<file path="src/shared/tsc_pkg.sv">
package tsc_pkg;
  // Clock and millisecond tick
  localparam int CLK_PERIOD_NS = 8;
  localparam int TICK_NS       = 1000000;
  localparam int TICK_CYCLES   = TICK_NS / CLK_PERIOD_NS;
  // Timer width in bits; timers count milliseconds
  localparam int TMR_W = 10;
  // Nominal times in milliseconds
  localparam logic [TMR_W-1:0] LEAD_DELAY_MS   = 10'h014; // 20 ms
  localparam logic [TMR_W-1:0] MIN_BREAK_MS    = 10'h032; // 50 ms
  localparam logic [TMR_W-1:0] SEIZE_CUT_MS    = 10'h07D; // 125 ms
  localparam logic [TMR_W-1:0] DISC_CUT_MS     = 10'h271; // 625 ms
  localparam logic [TMR_W-1:0] RCV_DIAL_CUT_MS = 10'h271; // 625 ms
  localparam logic [TMR_W-1:0] NOTCH_IN_MS     = 10'h00D; // 13 ms
  localparam logic [TMR_W-1:0] NOTCH_OUT_MS    = 10'h032; // 50 ms
  localparam logic [TMR_W-1:0] HIGH_LEVEL_MS   = 10'h190; // 400 ms
  // Reset values: idle circuit sends tone, path cut, notch inserted
  localparam logic RST_TONE  = 1'b1;
  localparam logic RST_CUT   = 1'b1;
  localparam logic RST_NOTCH = 1'b1;
  localparam logic RST_RCV   = 1'b1;
endpackage

</file>
<file path="src/rtl/tsc_ms_timer.sv">
`timescale 1ns/1ns
module tsc_ms_timer
  import tsc_pkg::*;
#(
  parameter int W = TMR_W
) (
  input  wire logic         clk_in,
  input  wire logic         resetn_in,
  input  wire logic         tick_in,
  input  wire logic         load_in,
  input  wire logic [W-1:0] load_ms_in,
  output logic              running_out,
  output logic              done_out
);
  initial begin
    if (W < 2) $error("tsc_ms_timer: W too small");
  end

  logic [W-1:0] count_reg;
  logic [W-1:0] count_next;

  // Load wins, else count down one per tick
  always_comb begin
    count_next = count_reg;
    if (load_in) begin
      count_next = load_ms_in;
    end else if (tick_in && count_reg != '0) begin
      count_next = count_reg - W'(1);
    end
  end

  // Counter and flags
  always_ff @(posedge clk_in or negedge resetn_in) begin
    if (!resetn_in) begin
      count_reg   <= '0;
      running_out <= 1'b0;
      done_out    <= 1'b0;
    end else begin
      count_reg   <= count_next;
      running_out <= count_next != '0;
      done_out    <= !load_in && tick_in && count_reg == W'(1);
    end
  end

  a_tick_paced: assert property (@(posedge clk_in) disable iff (!resetn_in)
    !load_in && !tick_in |=> count_reg == $past(count_reg))
    else $error("timer moved without a tick");
endmodule // tsc_ms_timer

</file>
<file path="src/rtl/tsc_tone_xmt_ctrl.sv">
// How it works
// - Outgoing lead delayed 20 ms, glitches ignored
// - Tone intervals stretched to 50 ms in calls
// - Intervals above 50 ms pass unchanged
// - No stretch outside a call; winks kept
// - Path cut when idle, closed when busy
// - Path cut during dialing either direction
// - Brief cut on lead change at chosen state
// - Seizure keeps path cut 125 ms
// - Notch removed 50 ms after tone stops
// - Notch inserted 13 ms after tone arrives
// - Dial precut; cut 125 ms past last edge
// - Local disconnect precut, lasting cut at 625
// - Tone polarity per normal or inverted mode
// - High tone level in dialing, first 400 ms
`timescale 1ns/1ns
module tsc_tone_xmt_ctrl
  import tsc_pkg::*;
#(
  parameter int TICK_CNT = TICK_CYCLES
) (
  input  wire logic clk_in,
  input  wire logic resetn_in,
  input  wire logic lead_battery_in,
  input  wire logic lead_ground_in,
  input  wire logic invert_mode_in,
  input  wire logic rcv_tone_in,
  input  wire logic cut_rcv_state_in,
  output logic      tone_on_out,
  output logic      tone_high_out,
  output logic      xmt_cut_out,
  output logic      notch_insert_out
);
  initial begin
    if (TICK_CNT < 2) $error("tsc_tone_xmt_ctrl: TICK_CNT below 2");
  end

  logic [31:0]      tick_cnt_reg;
  logic             tick_reg;
  logic             raw_tone;
  logic             raw_prev_reg;
  logic             raw_edge;
  logic             filt_reg;
  logic [TMR_W-1:0] filt_cnt_reg;
  logic             filt_upd;
  logic             filt_on;
  logic             filt_off;
  logic             tone_reg;
  logic             pend_off_reg;
  logic             seized_reg;
  logic             rcv_prev_reg;
  logic             rcv_rise;
  logic             rcv_fall;
  logic             dialing;
  logic             mb_run, mb_done;
  logic             hi_run;
  logic             hold_run;
  logic             disc_run, disc_done;
  logic             rwin_run;
  logic             rcut_run;
  logic             notch_done;
  logic             hold_load;
  logic [TMR_W-1:0] notch_ms;

  // Single 1 ms tick from the system clock
  always_ff @(posedge clk_in or negedge resetn_in) begin
    if (!resetn_in) begin
      tick_cnt_reg <= '0;
      tick_reg     <= 1'b0;
    end else if (tick_cnt_reg == 32'(TICK_CNT - 1)) begin
      tick_cnt_reg <= '0;
      tick_reg     <= 1'b1;
    end else begin
      tick_cnt_reg <= tick_cnt_reg + 32'h0000_0001;
      tick_reg     <= 1'b0;
    end
  end

  // Tick phase against a load gives N-1 to N ms per timer;
  // every tolerance on the cut and notch times absorbs that
  a_tick_single: assert property (@(posedge clk_in) disable iff (!resetn_in)
    tick_reg |=> !tick_reg)
    else $error("tick longer than one cycle");

  // Tone request from lead state and polarity mode
  assign raw_tone = invert_mode_in ? !lead_ground_in : !lead_battery_in;
  assign raw_edge = raw_tone != raw_prev_reg;

  // Symmetric delay: new lead state must hold for the full delay
  assign filt_upd = tick_reg && raw_tone != filt_reg
                    && filt_cnt_reg == LEAD_DELAY_MS - TMR_W'(1);
  assign filt_on  = filt_upd && raw_tone;
  assign filt_off = filt_upd && !raw_tone;

  always_ff @(posedge clk_in or negedge resetn_in) begin
    if (!resetn_in) begin
      filt_reg     <= RST_TONE;
      filt_cnt_reg <= '0;
      raw_prev_reg <= RST_TONE;
    end else begin
      raw_prev_reg <= raw_tone;
      if (raw_tone == filt_reg) begin
        filt_cnt_reg <= '0;
      end else if (filt_upd) begin
        filt_reg     <= raw_tone;
        filt_cnt_reg <= '0;
      end else if (tick_reg) begin
        filt_cnt_reg <= filt_cnt_reg + TMR_W'(1);
      end
    end
  end

  // Tone gate with minimum-break stretch during a call
  always_ff @(posedge clk_in or negedge resetn_in) begin
    if (!resetn_in) begin
      tone_reg     <= RST_TONE;
      pend_off_reg <= 1'b0;
    end else if (filt_on) begin
      tone_reg     <= 1'b1;
      pend_off_reg <= 1'b0;
    end else if (filt_off) begin
      if (seized_reg && mb_run) begin
        pend_off_reg <= 1'b1;
      end else begin
        tone_reg <= 1'b0;
      end
    end else if (pend_off_reg && mb_done) begin
      tone_reg     <= 1'b0;
      pend_off_reg <= 1'b0;
    end
  end

  // Tone moves only on a delayed lead change or a stretch end
  a_tone_by_filter: assert property (@(posedge clk_in) disable iff (!resetn_in)
    $changed(tone_reg) |-> $past(filt_upd || (pend_off_reg && mb_done)))
    else $error("tone moved without a lead change");

  // A held break exists only inside a call
  a_stretch_in_call: assert property (@(posedge clk_in) disable iff (!resetn_in)
    pend_off_reg |-> seized_reg)
    else $error("break stretched outside a call");

  // Intervals past the minimum end with the lead
  a_long_unchanged: assert property (@(posedge clk_in) disable iff (!resetn_in)
    filt_off && !mb_run |=> !tone_reg)
    else $error("long tone interval was altered");

  // Call state: seized on tone stop, released after disconnect cut
  always_ff @(posedge clk_in or negedge resetn_in) begin
    if (!resetn_in) begin
      seized_reg <= 1'b0;
    end else if (!seized_reg && filt_off) begin
      seized_reg <= 1'b1;
    end else if (disc_done && !filt_off) begin
      // A tone stop in the release cycle wins: the call carries on
      seized_reg <= 1'b0;
    end
  end

  // Receive tone edges
  assign rcv_rise = rcv_tone_in && !rcv_prev_reg;
  assign rcv_fall = !rcv_tone_in && rcv_prev_reg;
  always_ff @(posedge clk_in or negedge resetn_in) begin
    if (!resetn_in) begin
      rcv_prev_reg <= RST_RCV;
    end else begin
      rcv_prev_reg <= rcv_tone_in;
    end
  end

  // Cut hold: seizure, dial edges, precut and chosen receive state
  // Lead edges in a call already reload the hold; the receive-state
  // term keeps the brief cut armed whatever the call state
  assign hold_load = (!seized_reg && filt_off)
                     || (seized_reg && (raw_edge || filt_upd))
                     || (raw_edge && rcv_tone_in == cut_rcv_state_in);
  assign dialing   = seized_reg && hold_run;
  assign notch_ms  = rcv_tone_in ? NOTCH_IN_MS : NOTCH_OUT_MS;

  tsc_ms_timer u_min_break (
    .clk_in (clk_in), .resetn_in (resetn_in), .tick_in (tick_reg),
    .load_in (filt_on), .load_ms_in (MIN_BREAK_MS),
    .running_out (mb_run), .done_out (mb_done)
  );
  tsc_ms_timer u_high_level (
    .clk_in (clk_in), .resetn_in (resetn_in), .tick_in (tick_reg),
    .load_in (filt_on), .load_ms_in (HIGH_LEVEL_MS),
    .running_out (hi_run), .done_out ()
  );
  tsc_ms_timer u_cut_hold (
    .clk_in (clk_in), .resetn_in (resetn_in), .tick_in (tick_reg),
    .load_in (hold_load), .load_ms_in (SEIZE_CUT_MS),
    .running_out (hold_run), .done_out ()
  );

  // Every hold request starts the cut timer
  a_hold_loaded: assert property (@(posedge clk_in) disable iff (!resetn_in)
    hold_load |=> hold_run)
    else $error("cut hold did not start");
  // Disconnect timer restarts on tone on, cancelled on tone off
  tsc_ms_timer u_disconnect (
    .clk_in (clk_in), .resetn_in (resetn_in), .tick_in (tick_reg),
    .load_in (seized_reg && filt_upd),
    .load_ms_in (filt_on ? DISC_CUT_MS : TMR_W'(0)),
    .running_out (disc_run), .done_out (disc_done)
  );

  // Disconnect timing runs only while a call stands
  a_disc_in_call: assert property (@(posedge clk_in) disable iff (!resetn_in)
    disc_run |-> seized_reg)
    else $error("disconnect timer outside a call");
  // Distant dialing: a tone return soon after a break is a pulse
  tsc_ms_timer u_rcv_window (
    .clk_in (clk_in), .resetn_in (resetn_in), .tick_in (tick_reg),
    .load_in (rcv_fall), .load_ms_in (RCV_DIAL_CUT_MS),
    .running_out (rwin_run), .done_out ()
  );
  tsc_ms_timer u_rcv_cut (
    .clk_in (clk_in), .resetn_in (resetn_in), .tick_in (tick_reg),
    .load_in (rcv_rise && rwin_run), .load_ms_in (RCV_DIAL_CUT_MS),
    .running_out (rcut_run), .done_out ()
  );

  // Distant dialing cut starts only inside the receive window
  a_rcv_cut_window: assert property (@(posedge clk_in) disable iff (!resetn_in)
    $rose(rcut_run) |-> $past(rwin_run))
    else $error("distant dial cut without window");
  tsc_ms_timer u_notch (
    .clk_in (clk_in), .resetn_in (resetn_in), .tick_in (tick_reg),
    .load_in (rcv_rise || rcv_fall), .load_ms_in (notch_ms),
    .running_out (), .done_out (notch_done)
  );

  // Registered outputs
  always_ff @(posedge clk_in or negedge resetn_in) begin
    if (!resetn_in) begin
      tone_on_out   <= RST_TONE;
      tone_high_out <= 1'b0;
      xmt_cut_out   <= RST_CUT;
    end else begin
      tone_on_out   <= tone_reg;
      tone_high_out <= tone_reg && (hi_run || dialing);
      xmt_cut_out   <= !seized_reg || hold_run || rcut_run;
    end
  end

  // Busy with no timer running closes the path
  a_busy_path_open: assert property (@(posedge clk_in) disable iff (!resetn_in)
    seized_reg && !hold_run && !rcut_run |=> !xmt_cut_out)
    else $error("path cut while busy");

  // Each tone application starts at the raised level
  a_high_first_part: assert property (@(posedge clk_in) disable iff (!resetn_in)
    $rose(tone_reg) |-> hi_run)
    else $error("tone start not at high level");

  // Notch follows receive tone after the insert or remove delay
  // No minimum insertion time after distant dialing is kept here
  always_ff @(posedge clk_in or negedge resetn_in) begin
    if (!resetn_in) begin
      notch_insert_out <= RST_NOTCH;
    end else if (notch_done) begin
      notch_insert_out <= rcv_prev_reg;
    end
  end

  a_idle_path_cut: assert property (@(posedge clk_in) disable iff (!resetn_in)
    !seized_reg |=> xmt_cut_out)
    else $error("path not cut while idle");
  a_seize_hold_cut: assert property (@(posedge clk_in) disable iff (!resetn_in)
    $rose(seized_reg) |-> hold_run ##1 xmt_cut_out)
    else $error("seizure did not hold cut");
  a_lead_delay_only: assert property (@(posedge clk_in) disable iff (!resetn_in)
    $changed(filt_reg) |-> $past(tick_reg) && $past(raw_tone) == filt_reg)
    else $error("lead changed without full delay");
  a_break_min_len: assert property (@(posedge clk_in) disable iff (!resetn_in)
    $fell(tone_reg) && $past(seized_reg) |-> !$past(mb_run))
    else $error("tone break ended under minimum");
  a_no_stretch_idle: assert property (@(posedge clk_in) disable iff (!resetn_in)
    !seized_reg && filt_off |=> !tone_reg)
    else $error("tone stretched outside a call");
  a_lead_polarity: assert property (@(posedge clk_in) disable iff (!resetn_in)
    filt_upd |=> filt_reg == ($past(invert_mode_in) ? !$past(lead_ground_in)
                                                    : !$past(lead_battery_in)))
    else $error("tone polarity wrong for mode");
  a_notch_follow: assert property (@(posedge clk_in) disable iff (!resetn_in)
    $changed(notch_insert_out) |-> $past(notch_done) && notch_insert_out == $past(rcv_prev_reg))
    else $error("notch changed without its delay");
  a_dial_precut: assert property (@(posedge clk_in) disable iff (!resetn_in)
    seized_reg && raw_edge |=> hold_run ##1 xmt_cut_out)
    else $error("lead edge gave no precut");
  a_disc_release: assert property (@(posedge clk_in) disable iff (!resetn_in)
    $fell(seized_reg) |-> $past(disc_done) && tone_reg)
    else $error("release without disconnect time");
  a_dial_high: assert property (@(posedge clk_in) disable iff (!resetn_in)
    tone_reg && dialing |=> tone_high_out)
    else $error("dial tone not at high level");
  a_rcv_dial_cut: assert property (@(posedge clk_in) disable iff (!resetn_in)
    rcut_run |=> xmt_cut_out)
    else $error("path not cut in distant dialing");
endmodule // tsc_tone_xmt_ctrl

</file>
<file path="config.mk">
export PLATFORM = sky130hd
export DESIGN_NAME = tsc_tone_xmt_ctrl
export DESIGN_NICKNAME = d
export VERILOG_FILES = /design/src/shared/tsc_pkg.sv /design/src/rtl/tsc_ms_timer.sv /design/src/rtl/tsc_tone_xmt_ctrl.sv
export SDC_FILE = /design/constraint.sdc
export NUM_CORES = 1
export LEC_CHECK = 0
export ABC_AREA = 1
export BUFFER_PORTS_ARGS = -buffer_cell sky130_fd_sc_hd__buf_2
export CORE_ASPECT_RATIO = 0.7
export CORE_MARGIN = 8
export CORE_UTILIZATION = 39
export CTS_CLUSTER_SIZE = 14
export DETAILED_ROUTE_END_ITERATION = 10
export PLACE_DENSITY_LB_ADDON = 0.15
export REMOVE_ABC_BUFFERS = 1
export SETUP_SLACK_MARGIN = 0.5
export SKIP_LAST_GASP = 1
export SYNTH_ARGS = -nofsm -noshare
export SYNTH_HDL_FRONTEND = slang
export SYNTH_SLANG_ARGS = --single-unit
</file>
<file path="constraint.sdc">
create_clock -name clk_in -period 4 [get_ports clk_in]
set_clock_uncertainty 0.2 [all_clocks]
set_input_delay 0.4 -clock clk_in [delete_from_list [all_inputs] [get_ports clk_in]]
set_output_delay 0.4 -clock clk_in [all_outputs]
set_load 0.05 [all_outputs]
</file>
Yosys cells after proc, flatten, opt, wreduce, memory -nomap -nowiden
Index checks and enable logic that the tools add are counted.
- word-level logic and storage cells: 146
- output and inout bits: 4
- register bits after elaboration: 131
- input bits: 7
- bitwise logic cells: 1
- add/sub/neg operators: 9
- equal/unequal tests: 11
- mux-type cells: 31
- reduce and logical (&&, ||, !) cells: 66
- operators with widths (cell ; number):
    10-bit 2-to-1 mux ; 18
    10-bit nonzero test ; 12
    10-bit by 1-bit subtractor with 10-bit output (second input constant) ; 7
    32-bit by 1-bit adder with 32-bit output (second input constant) ; 1
    32-bit by 17-bit equality test with 1-bit output (second input constant) ; 1
    32-bit 2-to-1 mux ; 1
    10-bit by 1-bit equality test with 1-bit output (second input constant) ; 3
    1-bit logical AND ; 29
    1-bit 2-to-1 mux ; 11
    10-bit by 1-bit adder with 10-bit output (second input constant) ; 1
    10-bit by 5-bit equality test with 1-bit output (second input constant) ; 1
    1-bit logical NOT ; 10
    1-bit logical OR ; 7
    6-bit 2-to-1 mux ; 1
    2-bit AND reduction ; 3
    2-bit nonzero test ; 3
    3-bit nonzero test ; 2
    3-bit by 2-bit != test with 1-bit output (second input constant) ; 1
    3-bit != test (second input constant) ; 1
    1-bit equality test ; 2
    1-bit != test ; 2
    1-bit NOT ; 1

Depth between registers and ports, before layout
Gate-level depths: netlist of the first run.
- depth after elaboration: 11
- mapped depth: 14
- mapped depth without buffers: 13

Cells and area by module
Synthesis of the first run repeated with hierarchy kept, for this count alone.
- cells, all modules: 1412
- area, all modules: 9780.6 µm²
- by module, submodules not included (module ; sequential area each (µm²) ; cells each ; area each (µm²) ; instances):
    tsc_ms_timer ; 300.3 ; 141 ; 950.9 ; 7
    tsc_tone_xmt_ctrl ; 1335.0 ; 425 ; 3124.2 ; 1

Worst setup path after synthesis of the first run
OpenSTA, ideal clock, no wires.
- path kind: reg2reg
- start: register u_high_level.count_reg[0]
- end: register u_high_level.running_out
- arrival time: 1.630 ns
- setup time: 0.126 ns
- required time: 3.674 ns
- clock period less this slack: 1.956 ns
- path slack: 2.044 ns
- stages on the path, launching flop included: 13
- buffers on the path: 1
- cell sequence: dfrtp_1 inv_1 ha_1 nand3_2 nor2_2 nand2_1 nand2_2 inv_2 buf_6 a21boi_1 nand3_1 nor2_1 nand3_1
- word-level cells in the longest chain between the ends: 5
- elaborated cells on any way between the ends: 6
- classes of those cells: add/sub: 1; mux: 2; reduce/logical: 3
- ends and longest elaborated chain (element ; line ; text):
    from (decl) ; tsc_ms_timer.sv:19 ; logic [W-1:0] count_reg;
    from (signal assigned) ; tsc_ms_timer.sv:39 ; count_reg <= count_next;
    parallel branches: the longest is 2 deep, another holds 10-bit by 1-bit subtractor with 10-bit output ; -- ;
    10-bit 2-to-1 mux * ; tsc_ms_timer.sv:27 ; end else if (tick_in && count_reg != '0) begin
    10-bit 2-to-1 mux * ; tsc_ms_timer.sv:25 ; if (load_in) begin
    10-bit nonzero test * ; tsc_ms_timer.sv:40 ; running_out <= count_next != '0;
    to (signal assigned) ; tsc_ms_timer.sv:36 ; running_out <= 1'b0;
    to (signal assigned) ; tsc_ms_timer.sv:40 ;
    to (decl) ; tsc_ms_timer.sv:12 ; output logic running_out,
Mark *: on every way between the ends.
A chain may end at the register's enable or synchronous reset.

Worst setup path in the final report of the first run
- start: register u_min_break.count_reg[0]
- end: register u_min_break.running_out
- word-level cells in the longest chain between the ends: 5
- elaborated cells on any way between the ends: 6
- classes of those cells: add/sub: 1; mux: 2; reduce/logical: 3
- ends and longest elaborated chain (element ; line):
    from (decl) ; tsc_ms_timer.sv:19
    from (signal assigned) ; tsc_ms_timer.sv:39
    parallel branches: the longest is 2 deep, another holds 10-bit by 1-bit subtractor with 10-bit output ; --
    10-bit 2-to-1 mux * ; tsc_ms_timer.sv:27
    10-bit 2-to-1 mux * ; tsc_ms_timer.sv:25
    10-bit nonzero test * ; tsc_ms_timer.sv:40
    to (signal assigned) ; tsc_ms_timer.sv:36
    to (signal assigned) ; tsc_ms_timer.sv:40
    to (decl) ; tsc_ms_timer.sv:12
Marks and branches as above.

==> flow_metrics.env, run 1 <==
export IMPL_met2WireLength_mm=6.32
export IMPL_grt_antenna_before_repair=0
export IMPL_dieArea_um2=24300
export IMPL_cp_cell_sequence="inv_1, ha_1, nand2_1, inv_1, a21oi_1, o21ai_0, inv_1, nand3_1, nor2_1, nand3_1"
export IMPL_routabilityCongestion=0.863
export IMPL_highest_layer="met4"
export IMPL_start_util_pct=40.0
export IMPL_grt_overflow_total=0
export IMPL_root_buffer="clkbuf_16"
export IMPL_drive_gt1_share_pct=9.19
export IMPL_crit_path_end="u_min_break.running_out"
export IMPL_path_class="flip-flop to flip-flop"
export IMPL_pwr_share_comb_pct=3.7
export IMPL_rsz0062_at_grt="no"
export IMPL_tns_ns=0
export IMPL_antennaDiodeCount=0
export IMPL_fill_cells=1904
export IMPL_reg2reg_to="u_min_break.running_out"
export IMPL_cts_buffer_depth=2
export IMPL_finalWirelength_mm=16.2
export IMPL_num_rows=42
export IMPL_firstDrtPassIters=5
export IMPL_worstSetupStartpoint="u_min_break.count_reg[0]"
export IMPL_largest_register_ff_count=32
export IMPL_yosysWarnings=0
export IMPL_pin_count=11
export IMPL_die_h_um=133
export IMPL_nNetsFinal=1053
export IMPL_fmax_ghz=0.400
export IMPL_min_path_type="flip-flop to flip-flop"
export IMPL_route_met3_wl_um=701
export IMPL_p_leak_uw=0.00419
export IMPL_grt_pass1_vias=5921
export IMPL_cts_made_buffers=17
export IMPL_cp_max_fo=11
export IMPL_start_kind="flip-flop"
export IMPL_clk_latency_ns=0.42
export IMPL_area_growth_pct=12.9
export IMPL_end_kind="flip-flop"
export IMPL_io_buffer_count=10
export IMPL_run_status="completed"
export IMPL_setup_viol=0
export IMPL_min_period_ns=2.50
export IMPL_grt_usage_pct=14.3
export IMPL_cts_resized=0
export IMPL_drc_errors=0
export IMPL_synthesis_instances=1007
export IMPL_critical_path_arrival_ns=2.58
export IMPL_clk_pin_slew_ns=0.06
export IMPL_clkPwrFrac_pct=51.7
export IMPL_grt_pass1_wl_mm=28.7
export IMPL_hpwl_mm=11.8
export IMPL_r2r_start="u_min_break.count_reg[0]"
export IMPL_syn_area_um2=7600
export IMPL_htree_levels=4
export IMPL_fp_coreArea_um2=19000
export IMPL_rrSetupSlack_ns=1.50
export IMPL_synth_edf_count=0
export IMPL_finalCritPeriodShare_pct=62.5
export IMPL_wl_per_cell_um=12.4
export IMPL_power_density_nw_per_um2=353
export IMPL_syn_area_per_cell_um2=7.55
export IMPL_drv_slew=0
export IMPL_cpMostUsedCell="inv_1"
export IMPL_routed_via_count=6195
export IMPL_power_total_uw=3030
export IMPL_hold_violations=0
export IMPL_seqPwrFrac_pct=44.6
export IMPL_drt_vias_per_instance=4.73
export IMPL_cts_sinks=131
export IMPL_ant_nets=0
export IMPL_synthFlopType="dfrtp_1"
export IMPL_ys_types=41
export IMPL_internal_power_uw=2350
export IMPL_cp_slowest_cell="a21oi_1"
export IMPL_cts_hold_fix_buffers=2
export IMPL_reg2reg_depth=10
export IMPL_ir_drop_uv=270
export IMPL_fp_dieW_um=183
export IMPL_synthArstFlopShare_pct=100
export IMPL_critPathRequiredTime_ns=4.08
export IMPL_cts_tree="yes"
export IMPL_maxCapViolations=0
export IMPL_critPathMaxStageDelay_ns=0.60
export IMPL_synth_seq_cells=131
export IMPL_swShare_pct=22.4
export IMPL_cts_setup_buffers=0
export IMPL_wl_met1_mm=9.11
export IMPL_relSlewSlack_pct=50.6
export IMPL_drt_iter0_drc=477
export IMPL_finish_utilization_pct=45.1
export IMPL_power_switching_uw=679
export IMPL_grt_max_degree=68
export IMPL_worstMarginPinSlew_ns=0.741
export IMPL_ys_seq_area_share_pct=43.2
[cells in the mapped netlist (3+ instances only)]
master	instances	area [µm²]
a21oi_1	19	95.1
buf_2	3	15.0
clkbuf_1	3	11.3
dfrtp_1	124	3100
dfstp_2	7	184
ha_1	14	175
inv_1	144	541
inv_2	10	37.5
nand2_1	257	965
nand2_2	6	37.5
nand2_4	4	45.0
nand3_1	79	395
nand3_2	7	70.1
nand4_1	21	131
nor2_1	138	518
nor2_2	8	50.1
nor2_4	5	56.3
nor3_1	14	70.1
nor4_1	11	68.8
o211ai_1	3	22.5
o21ai_0	34	170
o21ai_1	3	15.0
o22ai_1	6	37.5
xnor2_1	21	184
xor2_1	46	403
[stage by stage]
step | hold slack [ns] | worst slack [ns] | cells | cell area, µm²
2_1_floorplan | -0.0956 | 1.61 | 999 | 7550
3_3_place_gp | 0.175 | 1.63 | 1275 | 7970
3_5_place_dp | 0.172 | 1.57 | 1275 | 7970
4_1_cts | 0.181 | 1.55 | 1309 | 8580
5_1_grt | 0.185 | 1.28 | 1309 | 8580
6_report | 0.179 | 1.50 | 1309 | 8580
[layout by cell type (no fill, tap or decap), types with 11 or more instances in the layout]
cell type,instances
o21ai_0,34
xor2_1,46
nor3_1,14
xnor2_1,21
dfrtp_1,124
a21oi_1,19
nand3_1,79
ha_1,14
nand2_1,257
nand4_1,21
nor4_1,11
nor2_1,138
inv_1,144
clkbuf_16,17
[critical path, delay by kind of cell, from the launching register on]
kind / cells / cell delay (ns)
AOI/OAI and AO/OA: 2 / 0.77
adders and majority gates: 1 / 0.26
buffers and inverters: 3 / 0.29
DFF: 1 / 0.38
and+or+nand+nor: 4 / 0.46
[routing by layer]
metal  up-vias  track usage [%]
li1       3236                -
met1      2838             22.2
met2       111             19.1
met3        10             3.28
met4         0             3.83
met5         -                0
[worst min path at each step]
stage	end	from	slack [ns]	cells past startpoint
floorplan	filt_cnt_reg[0]	resetn_in	-0.1	0
global placement	tone_on_out	tone_reg	0.17	0
detailed placement	tone_on_out	tone_reg	0.17	0
CTS	tone_on_out	tone_reg	0.18	0
global route	tone_on_out	tone_reg	0.18	0
finish	tone_on_out	tone_reg	0.18	0
[power by group through the flow]
| stage | registers, µW | clock network, µW | logic (µW) |
|---|---|---|---|
| detailed placement | 1370 | 0 | 114 |
| global placement | 1370 | 0 | 116 |
| floorplan | 1370 | 0 | 61.9 |
| CTS | 1350 | 1610 | 117 |
| global route | 1350 | 1670 | 132 |
| finish | 1350 | 1570 | 113 |
[area by class of cell]
cell class | instances | area, µm² | share of cell area, %
Inverter | 154 | 578 | 6.74
Clock buffer | 23 | 488 | 5.69
Clock inverter | 9 | 105 | 1.22
Sequential cell | 131 | 3290 | 38.3
Tap cell | 264 | 330 | 3.85
Multi-Input combinational cell | 714 | 3690 | 43.0
Timing Repair Buffer | 14 | 104 | 1.21
[cell families (layout without fill, tap and decap cells)]
family                     after synthesis  count (layout)  synth area share, %
and+or+nand+nor                        561             561                 33.1
buffers and inverters                  162             200                 8.25
adders and majority gates               14              14                 2.30
xor gates and xnor gates                67              67                 7.72
AOI/OAI and AO/OA                       72              72                 5.37
DFF                                    131             131                 43.2
Note: power is estimated with default switching activity, not from simulation.
==> run 2, diff against run 1 <==
==> constraint.sdc (replaced) <==
create_clock -name clk_in -period 2.5 [get_ports clk_in]
set_clock_uncertainty 0.2 [all_clocks]
set_input_delay 0.25 -clock clk_in [delete_from_list [all_inputs] [get_ports clk_in]]
set_output_delay 0.25 -clock clk_in [all_outputs]
set_load 0.05 [all_outputs]
==> run 2 against run 1 <==
Via count up 7.7%. Sequential power up 60%. Die area unchanged. Clock-buffer cell count down 5. Routed wire length up 14%. Non-clock buffer count up 84. Worst hold slack worse by 0.073 ns. Final cell count up 6.4%. Combinational power up 91%. Global-route usage up 0.62 points. Register-to-register slack worse by 1.0 ns. Total power up 68%. Largest cell class unchanged.
==> flow_metrics.env, run 2 (synthesized netlist as in run 1, its figures left out) <==
export IMPL_cts_made_buffers=17
export IMPL_most_common_layout_cells="233 x nand2_1, 124 x inv_1, 117 x nor2_1, 117 x dfrtp_1, 75 x buf_4"
export IMPL_drt_vias_per_instance=4.79
export IMPL_maxCapViolations=0
export IMPL_seqPwrFrac_pct=42.6
export IMPL_clk_latency_ns=0.42
export IMPL_area_growth_pct=28.9
export IMPL_tns_ns=0
export IMPL_min_period_ns=2.03
export IMPL_p_leak_uw=0.00468
export IMPL_drv_slew=0
export IMPL_num_rows=42
export IMPL_nNetsFinal=1137
export IMPL_hold_violations=0
export IMPL_die_h_um=133
export IMPL_internal_power_uw=3920
export IMPL_power_density_nw_per_um2=518
export IMPL_firstDrtPassIters=5
export IMPL_worstHoldEndpoint="u_cut_hold.count_reg[8]"
export IMPL_cts_buffer_depth=2
export IMPL_routed_via_count=6672
export IMPL_r2r_start="filt_cnt_reg[1]"
export IMPL_drive_gt1_share_pct=24.4
export IMPL_htree_levels=4
export IMPL_grt_overflow_total=0
export IMPL_pwr_share_comb_pct=4.3
export IMPL_holdPathStages=5
export IMPL_pin_count=11
export IMPL_grt_max_degree=65
export IMPL_cp_max_fo=8
export IMPL_io_buffer_count=10
export IMPL_hpwl_mm=12.1
export IMPL_fp_coreArea_um2=19000
export IMPL_end_kind="flip-flop"
export IMPL_run_status="completed"
export IMPL_power_total_uw=5080
export IMPL_routabilityCongestion=0.860
export IMPL_ant_nets=0
export IMPL_wl_per_cell_um=13.3
export IMPL_finalCritPeriodShare_pct=81.2
export IMPL_critical_path_arrival_ns=2.12
export IMPL_finish_utilization_pct=51.5
export IMPL_worstMarginPinSlew_ns=0.627
export IMPL_start_kind="flip-flop"
export IMPL_design_area_um2=9800
export IMPL_setup_viol=0
export IMPL_grt_antenna_before_repair=0
export IMPL_reg2reg_to="u_min_break.running_out"
export IMPL_rsz0062_at_grt="yes"
export IMPL_cts_tree="yes"
export IMPL_fp_dieW_um=183
export IMPL_start_util_pct=40.0
export IMPL_relSlewSlack_pct=58.2
export IMPL_finalWirelength_mm=18.6
export IMPL_ir_drop_uv=474
export IMPL_root_buffer="clkbuf_16"
export IMPL_fmax_ghz=0.493
export IMPL_mostFrequentLayoutCell="nand2_1"
export IMPL_critPathRequiredTime_ns=2.59
export IMPL_grt_usage_pct=14.9
export IMPL_drc_errors=0
export IMPL_clk_pin_slew_ns=0.06
export IMPL_path_class="flip-flop to flip-flop"
export IMPL_holdWs_ns=0.106
export IMPL_worstHoldStart="cut_rcv_state_in"
export IMPL_power_switching_uw=1160
export IMPL_grt_pass1_wl_mm=29.8
export IMPL_swShare_pct=22.8
export IMPL_drt_iter0_drc=493
export IMPL_place_area_um2=8040
export IMPL_rrSetupSlack_ns=0.47
export IMPL_grt_pass1_vias=6039
export IMPL_reg2reg_depth=12
export IMPL_clkPwrFrac_pct=53.2
export IMPL_dieArea_um2=24300
export IMPL_cts_sinks=131
export IMPL_largest_register_ff_count=32
export IMPL_min_path_type="input pin to flip-flop"
export IMPL_fill_cells=1838
export IMPL_antennaDiodeCount=0
## run 2: changes by cell type in the layout (fill, tap and decap cells not counted), moves of 11 or more
| cell | delta |
|---|---|
| nand2_1 | -24 |
| inv_1 | -20 |
| inv_2 | +17 |
| nand2_2 | +13 |
| nand2_4 | +11 |
| nor2_1 | -21 |
| buf_4 | +74 |
| nor2_4 | +12 |
## run 2: metrics by stage
step / cells / worst slack, ns
finish: 1393 / 0.470
global route: 1393 / 0.358
CTS: 1331 / 0.485
detailed placement: 1281 / 0.271
global placement: 1281 / 0.253
floorplan: 999 / 0.107
## run 2: layer usage
metal,vias to the layer above,GRT usage (%),part of all wire (%),routed length (µm)
li1,3396,-,-,-
met1,3162,22.8,54,10000
met5,-,0,0,0
met2,101,20.6,42,7710
met4,0,4.23,1.0,191
met3,13,2.98,3.5,642
## run 2: worst max-delay path, stage by stage, from the launching register on
cell	delay, ns
dfrtp_1	0.43
ha_4	0.19
inv_2	0.05
nor2_2	0.10
nand3_2	0.11
nor2_4	0.14
nand2_4	0.08
buf_12	0.14
clkbuf_16	0.16
nand2_4	0.06
nand2_2	0.05
nor2_2	0.10
nand3_1	0.09
## run 2: repair_timing
action,CTS,global route
pin swaps,12,52
hold endpoints to repair,58,0
resized for setup,36,112
setup endpoints to repair,26,43
hold buffers,2,0
gates cloned,1,1
buffers inserted,15,61
## run 2: layout make-up
cell class	instances	area (µm²)	share of cell area, %
flip-flops and latches	131	3300	33.6
clock inverters	14	201	2.06
inverters	154	586	5.98
clock buffers	18	439	4.48
well taps	264	330	3.37
multi-input cells	714	4130	42.2
repair buffers	98	816	8.32
## run 2: worst max path at each step
| stage | startpoint | end | slack (ns) | cells past startpoint |
|---|---|---|---|---|
| after floorplan | tick_reg | u_min_break.running_out | 0.11 | 7 |
| after global placement | u_cut_hold.count_reg[0] | u_cut_hold.running_out | 0.25 | 13 |
| after detailed placement | u_cut_hold.count_reg[0] | u_cut_hold.running_out | 0.27 | 13 |
| after CTS | u_cut_hold.count_reg[0] | u_cut_hold.running_out | 0.49 | 13 |
| after global routing | filt_cnt_reg[1] | u_high_level.running_out | 0.36 | 12 |
| final | filt_cnt_reg[1] | u_min_break.running_out | 0.47 | 12 |
## run 2: power groups by stage
stage | Combinational, µW | Clock (µW) | Sequential [µW]
after detailed placement | 190 | 0 | 2200
after global routing | 249 | 2860 | 2160
after CTS | 195 | 2770 | 2160
final | 216 | 2700 | 2160
after floorplan | 99.1 | 0 | 2190
after global placement | 187 | 0 | 2200
==> run 3, diff against run 2 <==
==> constraint.sdc (replaced) <==
create_clock -name clk_in -period 1.65 [get_ports clk_in]
set_clock_uncertainty 0.2 [all_clocks]
set_input_delay 0.165 -clock clk_in [delete_from_list [all_inputs] [get_ports clk_in]]
set_output_delay 0.165 -clock clk_in [all_outputs]
set_load 0.05 [all_outputs]
==> run 3 against run 2 <==
The flow now finishes with violations (negative setup slack). Final cell count rose by 20%. Via count up 19%. Highest routed layer unchanged. Largest power group unchanged. Largest cell class unchanged. Die area unchanged.
==> flow_metrics.env, run 3 (synthesized netlist as in run 1, its figures left out) <==
export IMPL_drt_vias_per_instance=4.75
export IMPL_drv_slew=0
export IMPL_drive_gt1_share_pct=53.4
export IMPL_die_h_um=133
export IMPL_io_buffer_count=10
export IMPL_critPathTopFamily="simple AND/OR/NAND/NOR gates"
export IMPL_area_growth_pct=73.6
export IMPL_finalWirelength_mm=24.6
export IMPL_setup_viol=113
export IMPL_fp_dieW_um=183
export IMPL_nNetsFinal=1416
export IMPL_finish_utilization_pct=69.4
export IMPL_place_area_um2=10000
export IMPL_start_util_pct=40.0
export IMPL_dp_slack_ns=-0.400
export IMPL_post_place_cells=1549
export IMPL_power_density_nw_per_um2=581
export IMPL_firstDrtPassIters=5
export IMPL_cpMostUsedCell="nand3_1"
export IMPL_grt_max_degree=43
export IMPL_htree_levels=4
export IMPL_cts_tree="yes"
export IMPL_busiest_layer="met2"
export IMPL_cp_max_fo=8
export IMPL_hold_violations=0
export IMPL_clk_latency_ns=0.43
export IMPL_min_path_type="input pin to asynchronous set/reset pin"
export IMPL_antennaDiodeCount=0
export IMPL_cts_sinks=131
export IMPL_pin_count=11
export IMPL_grt_util_met3_pct=4.07
export IMPL_drc_errors=0
export IMPL_mostFrequentLayoutCell="buf_4"
export IMPL_start_kind="flip-flop"
export IMPL_ant_nets=0
export IMPL_most_common_layout_cells="283 x buf_4, 171 x nand2_1, 120 x dfrtp_1, 99 x inv_1, 87 x nor2_1"
export IMPL_ir_drop_uv=632
export IMPL_stdcell_count=1672
export IMPL_design_area_um2=13200
export IMPL_end_kind="flip-flop"
export IMPL_cp_slowest_cell="dfrtp_1"
export IMPL_relSlewSlack_pct=71.6
export IMPL_grt_use_met2_pct=28.3
export IMPL_critPathMaxStageDelay_ns=0.41
export IMPL_grt_usage_pct=18.9
export IMPL_worstMarginPinSlew_ns=0.427
export IMPL_tns_ns=-19.64
export IMPL_num_rows=42
export IMPL_maxCapViolations=0
export IMPL_path_class="flip-flop to flip-flop"
export IMPL_grt_overflow_total=0
export IMPL_rrSetupSlack_ns=-0.39
export IMPL_p_leak_uw=0.00646
export IMPL_violations="negative setup slack"
export IMPL_grt_pass1_wl_mm=37.4
export IMPL_grt_pass1_vias=7725
export IMPL_grt_antenna_before_repair=0
export IMPL_cts_buffer_depth=2
export IMPL_fmax_ghz=0.489
export IMPL_run_status="finished with violations"
export IMPL_routed_via_count=7941
export IMPL_min_period_ns=2.04
export IMPL_routabilityCongestion=0.878
export IMPL_fp_coreArea_um2=19000
export IMPL_root_buffer="clkbuf_16"
export IMPL_cp_cell_sequence="ha_4, inv_1, nor2_1, nand3_1, nor2_2, nand2_4, buf_16, buf_4, a21oi_2, nand3_1"
export IMPL_rsz0062_at_grt="yes"
export IMPL_setup_ws_ns=-0.395
export IMPL_hpwl_mm=14.6
export IMPL_crit_buf_inv=3
export IMPL_critPathRequiredTime_ns=1.75
export IMPL_drt_iter0_drc=541
export IMPL_critical_path_arrival_ns=2.15
export IMPL_dieArea_um2=24300
export IMPL_largest_register_ff_count=32
export IMPL_grtUsageMet1_pct=27.1
export IMPL_cts_made_buffers=17
export IMPL_finalCritPeriodShare_pct=124
export IMPL_wl_per_cell_um=14.7
export IMPL_clk_pin_slew_ns=0.06
==> run 3: cell count changes in the layout (fill, tap and decap cells not counted), moves of 17 or more <==
cell     delta
o21ai_0    -24
inv_1      -25
buf_6      +73
buf_4     +208
nand2_1    -62
nand3_2    +30
nand3_1    -34
nor2_2     +19
nand2_4    +17
nor2_1     -30
nand2_2    +41
==> run 3: power by group <==
group | switching, µW | leakage, µW | internal [µW]
Sequential | 22.3 | 0.00159 | 3250
Combinational | 319 | 0.00458 | 226
Clock | 1560 | 0.000288 | 2300
Total | 1900 | 0.00646 | 5770
==> run 3: worst paths after layout <==
path	startpoint	endpoint	cells past startpoint
worst max-delay path	filt_cnt_reg[1]	u_high_level.running_out	10
min in group clk_in	cut_rcv_state_in	u_cut_hold.count_reg[8]	7
worst min register to register	tone_reg	tone_on_out	0
worst min-delay path	resetn_in	pend_off_reg	2
worst max register to register	filt_cnt_reg[1]	u_high_level.running_out	10
max in group asynchronous	resetn_in	seized_reg	3
==> run 3: final cells by class <==
class                           count  area, µm²
Clock buffer                       19        453
Fill cell                        1448       5830
Timing Repair Buffer              377       3210
Tap cell                          264        330
Inverter                          154        638
Clock inverter                     13        135
Multi-Input combinational cell    714       5130
Sequential cell                   131       3290
==> run 3: timing repair <==
item,4_1_cts,5_1_grt
setup buffers,41,46
hold buffers,2,0
pin swaps,84,94
hold endpoints to repair,131,0
gates cloned,2,0
gates resized for setup,290,241
endpoints found under the setup margin,130,131
==> run 3: layer usage <==
metal | vias up | share of wire, % | wire length, µm
met3 | 33 | 4.1 | 1010
met2 | 154 | 47 | 11500
li1 | 3979 | - | -
met4 | 0 | 1.3 | 325
met5 | - | 0 | 0
met1 | 3775 | 48 | 11800
==> run 3: worst register-to-register path, delay by kind of cell (launching register included) <==
kind                     cells  cell delay (ns)
AND/OR/NAND/NOR              5             0.62
flip-flops                   1             0.41
buffers and inverters        3             0.39
adder cells (fa/ha/maj)      1             0.17
AO/OA/AOI/OAI                1             0.14
==> run 3: through the flow <==
stage	hold slack [ns]	power, µW
after global routing	0.0344	7930
final	0.0378	7670
after CTS	0.0251	7670
after global placement	-0.0823	3720
after floorplan	-0.331	3480
after detailed placement	-0.0826	3720
